### config.mk
export PLATFORM = sky130hd
export DESIGN_NAME = srpc_cmd
export DESIGN_NICKNAME = d
export VERILOG_FILES = /design/src/srpc_cmd.v
export VERILOG_INCLUDE_DIRS = /design/src
export SDC_FILE = /design/constraint.sdc
export NUM_CORES = 1
export LEC_CHECK = 0
export BUFFER_PORTS_ARGS = -buffer_cell sky130_fd_sc_hd__buf_4
export CORE_MARGIN = 1.5
export CORE_UTILIZATION = 40
export DETAILED_ROUTE_END_ITERATION = 6
export GPL_ROUTABILITY_DRIVEN = 0
export SYNTH_ARGS = -nofsm -noshare
export SYNTH_HDL_FRONTEND = slang
export SYNTH_SLANG_ARGS = --single-unit
export TNS_END_PERCENT = 50
### constraint.sdc
create_clock -name clock_i -period 4.62 [get_ports clock_i]
set_clock_uncertainty 0.15 [all_clocks]
set_input_delay 0.693 -clock clock_i [delete_from_list [all_inputs] [get_ports clock_i]]
set_output_delay 0.693 -clock clock_i [all_outputs]
set_load 0.01 [all_outputs]
### src/srpc_defines.vh
// Function
// - Resume is opcode D0h; extra bytes ignored
// - Resume restarts suspended operation at deselect
// - Resume clears its suspend flag, shows busy
// - Program resumes before erase; reissue resume
// - Suspend ignored while resume still starting
// - 3Dh 2Ah 7Fh A9h enables protection
// - 3Dh 2Ah 7Fh 9Ah disables protection
// - Software protection cleared at power-up
// - Unconnected write-protect pin reads inactive
// - Block program/erase only to selected sectors
// - Status shows protection enabled, either source
// - Suspend rejects protection commands, sector/chip erase
// - Suspend rejects lockdown/security programs, allows reads
// - Suspend rejects all power-down commands
// - Suspend allows config, status, ID reads
// - Hardware and software reset always accepted
// - Buffer transfer rejected only for suspended buffer
// - Buffer compares always accepted during suspend
// - Suspend is opcode B0h, acts at deselect
// - Suspend sets matching flag, reports ready
// - Protection byte FFh marks sector protected
`ifndef SRPC_DEFINES_VH
`define SRPC_DEFINES_VH
`define SRPC_OPC_SUSPEND 8'hB0
`define SRPC_OPC_RESUME 8'hD0
`define SRPC_OPC_PROT_PFX 8'h3D
`define SRPC_OPC_CHIP_ERASE 8'hC7
`define SRPC_PROT_SEQ 24'h3D2A7F
`define SRPC_PROT_EN 8'hA9
`define SRPC_PROT_DIS 8'h9A
`define SRPC_SPR_PROTECTED 8'hFF
`define SRPC_BITS_OPC 6'h08
`define SRPC_BITS_SEQ 6'h20
`define SRPC_OP_IDLE 2'h0
`define SRPC_OP_PROG1 2'h1
`define SRPC_OP_PROG2 2'h2
`define SRPC_OP_ERASE 2'h3
`define SRPC_CLS_ALWAYS 3'h0
`define SRPC_CLS_NEVER 3'h1
`define SRPC_CLS_NOT_PS1 3'h2
`define SRPC_CLS_NOT_PS2 3'h3
`define SRPC_CLS_ES_ONLY 3'h4
// Resume window: 50 us at the 100 ns clock
`define SRPC_RES_CYC 10'h1F4
`define SRPC_RES_W 10
`endif

### src/srpc_cmd.v
`timescale 1ns/100ps
`include "srpc_defines.vh"
module srpc_cmd (
  input wire clock_i,
  input wire sys_rst_i,
  input wire cs_n_i,
  input wire sck_i,
  input wire mosi_i,
  input wire wp_n_i,
  input wire op_start_i,
  input wire [1:0] op_kind_i,
  input wire op_done_i,
  input wire [2:0] cmd_class_i,
  input wire [7:0] spr_byte_i,
  output reg [7:0] cmd_opcode_o,
  output reg cmd_go_o,
  output reg cmd_reject_o,
  output reg op_suspend_o,
  output reg op_resume_o,
  output reg [1:0] op_kind_o,
  output wire busy_o,
  output wire buf1_prog_suspended_o,
  output wire buf2_prog_suspended_o,
  output wire erase_suspended_o,
  output wire prot_enabled_o,
  output wire sector_blocked_o
);

  // Two-stage sync on every pin
  reg cs_s1_q;
  reg cs_s2_q;
  reg cs_s3_q;
  reg sck_s1_q;
  reg sck_s2_q;
  reg sck_s3_q;
  reg mosi_s1_q;
  reg mosi_s2_q;
  reg wp_s1_q;
  reg wp_s2_q;
  reg [5:0] bits_q;
  reg [31:0] shift_q;
  reg [7:0] opc_q;
  reg run_q;
  reg ps1_q;
  reg ps2_q;
  reg es_q;
  reg sw_prot_q;
  reg [`SRPC_RES_W-1:0] res_cnt_q;
  reg [`SRPC_RES_W-1:0] res_cnt_d;
  reg run_d;
  reg [1:0] kind_d;
  reg ps1_d;
  reg ps2_d;
  reg es_d;
  reg cls_ok;

  wire sck_rise;
  wire cs_rise;
  wire cs_fall;
  wire has_opc;
  wire is_prot_seq;
  wire susp_any;
  wire resuming;
  wire dec_any;
  wire dec_suspend;
  wire dec_resume;
  wire dec_prot;
  wire dec_other;
  wire do_suspend;
  wire do_resume;
  wire prot_en_seq;
  wire prot_dis_seq;

  assign sck_rise = sck_s2_q & ~sck_s3_q;
  assign cs_rise = cs_s2_q & ~cs_s3_q;
  assign cs_fall = ~cs_s2_q & cs_s3_q;
  // Opcode alone is enough; trailing bytes matter only to the 3Dh protection sequence
  assign has_opc = (bits_q >= `SRPC_BITS_OPC);
  // Exactly four bytes, deselect right after the last bit
  assign is_prot_seq = (bits_q == `SRPC_BITS_SEQ) && (shift_q[31:8] == `SRPC_PROT_SEQ);
  assign susp_any = ps1_q | ps2_q | es_q;
  assign resuming = (res_cnt_q != {`SRPC_RES_W{1'b0}});

  // Kind compare shared by the decoders
  function kind_is;
    input [1:0] kind;
    input [1:0] want;
    begin
      kind_is = (kind == want);
    end
  endfunction

  // Class from the outer opcode decoder for the current opcode
  always @* begin
    cls_ok = 1'b1;
    if (susp_any) begin
      case (cmd_class_i)
        `SRPC_CLS_ALWAYS: begin
          cls_ok = 1'b1;
        end
        `SRPC_CLS_NEVER: begin
          cls_ok = 1'b0;
        end
        `SRPC_CLS_NOT_PS1: begin
          cls_ok = !ps1_q;
        end
        `SRPC_CLS_NOT_PS2: begin
          cls_ok = !ps2_q;
        end
        `SRPC_CLS_ES_ONLY: begin
          cls_ok = !ps1_q && !ps2_q;
        end
        default: begin
          cls_ok = 1'b0;
        end
      endcase
    end
  end

  // Only the opcode byte decodes; trailing bytes matter only to a 3Dh protection sequence
  assign dec_any = cs_rise && has_opc;
  assign dec_suspend = dec_any && (opc_q == `SRPC_OPC_SUSPEND);
  assign dec_resume = dec_any && (opc_q == `SRPC_OPC_RESUME);
  assign dec_prot = dec_any && ((opc_q == `SRPC_OPC_PROT_PFX) || (opc_q == `SRPC_OPC_CHIP_ERASE));
  assign dec_other = dec_any && !dec_suspend && !dec_resume && !dec_prot;
  // Restart still in flight: the engine cannot stop yet
  assign do_suspend = dec_suspend && run_q && !resuming && !kind_is(op_kind_o, `SRPC_OP_IDLE);
  assign do_resume = dec_resume && !run_q && susp_any;
  assign prot_en_seq = is_prot_seq && (shift_q[7:0] == `SRPC_PROT_EN);
  assign prot_dis_seq = is_prot_seq && (shift_q[7:0] == `SRPC_PROT_DIS);

  // Select and write-protect idle high, so no false edge after reset
  always @(posedge clock_i or posedge sys_rst_i) begin
    if (sys_rst_i) begin
      cs_s1_q <= 1'b1;
      cs_s2_q <= 1'b1;
      cs_s3_q <= 1'b1;
    end else begin
      cs_s1_q <= cs_n_i;
      cs_s2_q <= cs_s1_q;
      cs_s3_q <= cs_s2_q;
    end
  end

  always @(posedge clock_i or posedge sys_rst_i) begin
    if (sys_rst_i) begin
      sck_s1_q <= 1'b0;
      sck_s2_q <= 1'b0;
      sck_s3_q <= 1'b0;
    end else begin
      sck_s1_q <= sck_i;
      sck_s2_q <= sck_s1_q;
      sck_s3_q <= sck_s2_q;
    end
  end

  always @(posedge clock_i or posedge sys_rst_i) begin
    if (sys_rst_i) begin
      mosi_s1_q <= 1'b0;
      mosi_s2_q <= 1'b0;
    end else begin
      mosi_s1_q <= mosi_i;
      mosi_s2_q <= mosi_s1_q;
    end
  end

  always @(posedge clock_i or posedge sys_rst_i) begin
    if (sys_rst_i) begin
      wp_s1_q <= 1'b1;
      wp_s2_q <= 1'b1;
    end else begin
      wp_s1_q <= wp_n_i;
      wp_s2_q <= wp_s1_q;
    end
  end

  // Shifter takes at most 33 bits and keeps the last 32 of them
  always @(posedge clock_i or posedge sys_rst_i) begin
    if (sys_rst_i) begin
      bits_q <= 6'h00;
      shift_q <= 32'h00000000;
      opc_q <= 8'h00;
    end else if (cs_fall) begin
      bits_q <= 6'h00;
    end else if (!cs_s2_q && sck_rise && (bits_q <= `SRPC_BITS_SEQ)) begin
      bits_q <= bits_q + 6'h01;
      shift_q <= {shift_q[30:0], mosi_s2_q};
      if (bits_q == (`SRPC_BITS_OPC - 6'h01)) begin
        opc_q <= {shift_q[6:0], mosi_s2_q};
      end
    end
  end

  // Pulses last one cycle and carry the decoded opcode
  always @(posedge clock_i or posedge sys_rst_i) begin
    if (sys_rst_i) begin
      cmd_go_o <= 1'b0;
      cmd_reject_o <= 1'b0;
      op_suspend_o <= 1'b0;
      op_resume_o <= 1'b0;
      cmd_opcode_o <= 8'h00;
    end else begin
      cmd_go_o <= 1'b0;
      cmd_reject_o <= 1'b0;
      op_suspend_o <= do_suspend;
      op_resume_o <= do_resume;
      if (dec_prot) begin
        if (susp_any) begin
          cmd_reject_o <= 1'b1;
        end else if (!prot_en_seq && !prot_dis_seq) begin
          cmd_go_o <= 1'b1;
        end
      end else if (dec_other) begin
        if (cls_ok) begin
          cmd_go_o <= 1'b1;
        end else begin
          cmd_reject_o <= 1'b1;
        end
      end
      if (dec_any) begin
        cmd_opcode_o <= opc_q;
      end
    end
  end

  // Buffer 1 program first, then buffer 2; erase waits until no program is suspended
  always @* begin
    run_d = run_q;
    kind_d = op_kind_o;
    if (do_suspend) begin
      run_d = 1'b0;
    end else if (do_resume) begin
      run_d = 1'b1;
      if (ps1_q) begin
        kind_d = `SRPC_OP_PROG1;
      end else if (ps2_q) begin
        kind_d = `SRPC_OP_PROG2;
      end else begin
        kind_d = `SRPC_OP_ERASE;
      end
    end else if (op_done_i && run_q) begin
      run_d = 1'b0;
      kind_d = `SRPC_OP_IDLE;
    end else if (op_start_i && !run_q) begin
      run_d = 1'b1;
      kind_d = op_kind_i;
    end
  end

  always @(posedge clock_i or posedge sys_rst_i) begin
    if (sys_rst_i) begin
      run_q <= 1'b0;
      op_kind_o <= `SRPC_OP_IDLE;
    end else begin
      run_q <= run_d;
      op_kind_o <= kind_d;
    end
  end

  // Suspend sets one flag; resume clears the one it restarts
  always @* begin
    ps1_d = ps1_q;
    ps2_d = ps2_q;
    es_d = es_q;
    if (do_suspend) begin
      ps1_d = ps1_q | kind_is(op_kind_o, `SRPC_OP_PROG1);
      ps2_d = ps2_q | kind_is(op_kind_o, `SRPC_OP_PROG2);
      es_d = es_q | kind_is(op_kind_o, `SRPC_OP_ERASE);
    end else if (do_resume) begin
      if (ps1_q) begin
        ps1_d = 1'b0;
      end else if (ps2_q) begin
        ps2_d = 1'b0;
      end else begin
        es_d = 1'b0;
      end
    end
  end

  always @(posedge clock_i or posedge sys_rst_i) begin
    if (sys_rst_i) begin
      ps1_q <= 1'b0;
      ps2_q <= 1'b0;
      es_q <= 1'b0;
    end else begin
      ps1_q <= ps1_d;
      ps2_q <= ps2_d;
      es_q <= es_d;
    end
  end

  // Volatile: reset leaves software protection off
  always @(posedge clock_i or posedge sys_rst_i) begin
    if (sys_rst_i) begin
      sw_prot_q <= 1'b0;
    end else if (dec_prot && !susp_any && prot_en_seq) begin
      sw_prot_q <= 1'b1;
    end else if (dec_prot && !susp_any && prot_dis_seq) begin
      sw_prot_q <= 1'b0;
    end
  end

  // Window in which a new suspend is ignored
  always @* begin
    res_cnt_d = res_cnt_q;
    if (do_resume) begin
      res_cnt_d = `SRPC_RES_CYC;
    end else if (resuming) begin
      res_cnt_d = res_cnt_q - {{(`SRPC_RES_W-1){1'b0}}, 1'b1};
    end
  end

  always @(posedge clock_i or posedge sys_rst_i) begin
    if (sys_rst_i) begin
      res_cnt_q <= {`SRPC_RES_W{1'b0}};
    end else begin
      res_cnt_q <= res_cnt_d;
    end
  end

  assign busy_o = run_q;
  assign buf1_prog_suspended_o = ps1_q;
  assign buf2_prog_suspended_o = ps2_q;
  assign erase_suspended_o = es_q;
  // Pad pull-up keeps a floating pin high, leaving software in charge
  assign prot_enabled_o = sw_prot_q | ~wp_s2_q;
  assign sector_blocked_o = prot_enabled_o && (spr_byte_i == `SRPC_SPR_PROTECTED);

endmodule // srpc_cmd

==> impl_metrics.toml <==
[job]
max_cap_violations = 0

[synthesis]
yosysMostFrequentCell = "dfrtp_1"
ys_top_cells_by_count = "dfrtp_1 (80), mux2_4 (30), mux2_2 (20), nand2_1 (19), nor2_1 (19)"
synth-edff-count = 0
synthArstFlopShare_pct = 100.0
ys_dominant_reg_cell = "dfrtp_1"
synth_top_area_share_pct = 51.95
synth_seq_cells = 85
synth.area.top_cells = "dfrtp_1 (52%), mux2_4 (12%), mux2_2 (5.8%)"
syn_nets = 318
syn_area_per_cell_sq_um = 13.15
ys_types = 56
synth_warnings = 0
syn_inst = 293
syn_area_sq_um = 3854
ys_seq_area_share_pct = 55.36
synth_top_cell_by_area = "dfrtp_1"

[sta]
rsz0062_at_grt = "no"
slew_headroom_pct = 37.84
tightest_slew_ps = 928.4
fin_crit_ps = 2907
fin_crit_sh_pct = 62.92
tns_ps = 0
finalHoldViolCount = 0
finalSetupViolCount = 0
drv_slew = 0
hold_slack_ps = 208.1
fmax_mhz = 344.0

[cts]
cts_setup_buffers = 0
clockBufferDepth = 2
cts_sinks = 85
cts_resized = 0
cts_htree_levels = 3
cts_buffers = 9
clock_latency_ps = 360
postCtsHoldBufs = 0
clk_pin_slew_ps = 90
tritoncts = "yes"
cts-root-buf = "clkbuf_8"

[worst_setup_path]
start_kind = "flop"
crit_slowest_cell = "nor3b_2"
crit_path_end_kind = "flop"
rr_worst_depth = 6
path_class = "flop to flop"
crit_start = "bits_q[5]"
cpPeakStageDelay_ps = 760
critical_path.top_delay_family = "simple AND/OR/NAND/NOR gates"
cp.buffers_inverters = 1
cp.required_ps = 4720
path_cells = "nor3_1 -> nor3b_2 -> nand3_1 -> inv_2 -> o21ai_2 -> mux2_2"
reg2reg_from = "bits_q[5]"
r2r_slack_ps = 1710
path_max_fanout = 13
r2r_end = "op_kind_o[1]"
crit_arrival_ps = 3000

[routing]
dr_total_vias = 2357
via_per_inst = 5.004
drtIter0Drc = 59
ant_nets = 0
drt-wirelength-per-cell_microns = 14.69
drc = 0
dr.pass1.iters = 5
wl_mm = 6.918

[die]
die_h_microns = 101.2
core_sq_um = 9284
core.rowCount = 35
start_util_pct = 41.51
dieArea_sq_um = 10230
die_w_microns = 101.2
pin_count = 41

[power_and_ir_drop]
p_leak_uw = 0.002248
p_seq_share_pct = 53.6
p_switching_uw = 365.0
p_comb_share_pct = 7.5
ir_drop_mv = 0.1418
power_frac_clock_pct = 38.9
swShare_pct = 24.12
p_int_uw = 1148
power_density_nw_per_um2 = 339.4

[global_route]
grt_max_degree = 54
grt_pass1_wl_mm = 11.70
grt_pass1_vias = 2367
grt-ovfl-total = 0
antenna_found_initial = 0
grtUsageTotal_pct = 14.84

[min_path]
hold-path-cell-count = 0
worstHoldEndpoint = "sck_s2_q"
hp-class = "flop to flop"
hp-start = "sck_s1_q"

[placed_design]
io_buffers = 40
placedInstanceArea_sq_um = 4240
place_inst = 455
dp_hpwl_mm = 4.595

[finish]
design_area_sq_um = 4459
finish.utilization_pct = 48.03
drive_gt1_share_pct = 35.96
stdcell_count = 471
area_growth_syn_to_layout_pct = 15.71
antennaDiodeCount = 0
final_nets = 362

[status]
status = "finished, final reports clean"
## area by class of cell
class / count / area [sq um]
clock buffers: 10 / 127.6
multi-input cells: 190 / 1599
inverters: 10 / 38.79
clock inverters: 6 / 91.34
flip-flops and latches: 85 / 2133
fillers: 855 / 4825
well taps: 129 / 161.4
repair buffers: 41 / 307.8
## layer usage
metal / wire [microns] / GRT usage, %
met5: 0 / 0
met4: 104 / 5.769
met3: 230 / 4.003
met2: 3068 / 21.73
met1: 3515 / 21.07
## per-stage QoR
stage                     worst slack [ps]  power, uW
after floorplan                       1592      894.8
after global placement                1730      938.2
after detailed placement              1637      941.9
after CTS                             1642       1535
after global routing                  1336       1576
final                                 1713       1513
## logic make-up (layout without fill, tap and decap cells)
group,after synthesis,count (layout),share of synthesized area (%)
multiplexers,55,55,18.86
adder cells (fa/ha/maj),4,4,1.299
flip-flops,85,85,55.36
AO/OA/AOI/OAI,22,22,4.059
XOR/XNOR,10,10,2.273
AND/OR/NAND/NOR,99,99,15.00
buffers and inverters,18,67,3.149
## flip-flops by register name, indices dropped and copies added (netlist names), 2 cells and up
register / count
shift_q: 32
bits_q: 6
res_cnt_q: 10
op_kind_o: 2
opc_q: 8
cmd_opcode_o: 8
## power groups by stage
stage	registers, uW	logic [uW]	clock network [uW]
after detailed placement	826	116	0
after CTS	812	117	607
after global placement	825	113	0
after floorplan	815	79.4	0
after global routing	818	127	631
final	811	114	588
## worst max path at each step
stage                        end  cells past startpoint  slack (ps)
finish              op_kind_o[1]                      6        1710
global route        op_kind_o[1]                      6        1340
CTS                 op_kind_o[1]                      6        1640
detailed placement  op_kind_o[1]                      6        1640
global placement    op_kind_o[1]                      6        1730
floorplan              bits_q[0]                      1        1590
## cells in the final DEF, fill, tap and decap left out, types with 3 or more instances in the layout
cell type / instances
nand3_1: 7
clkbuf_8: 9
nand4_1: 3
xor2_1: 3
mux2_2: 20
xnor2_1: 7
dfrtp_1: 80
nand2b_1: 8
mux2i_1: 4
nor2_1: 19
buf_4: 41
o21ai_0: 4
mux2_4: 30
dfstp_2: 5
a21oi_1: 4
inv_6: 3
inv_1: 8
nor4_1: 4
ha_1: 4
nand2_1: 19
nor3_1: 11
No activity file was read; power rests on OpenSTA's default activity.
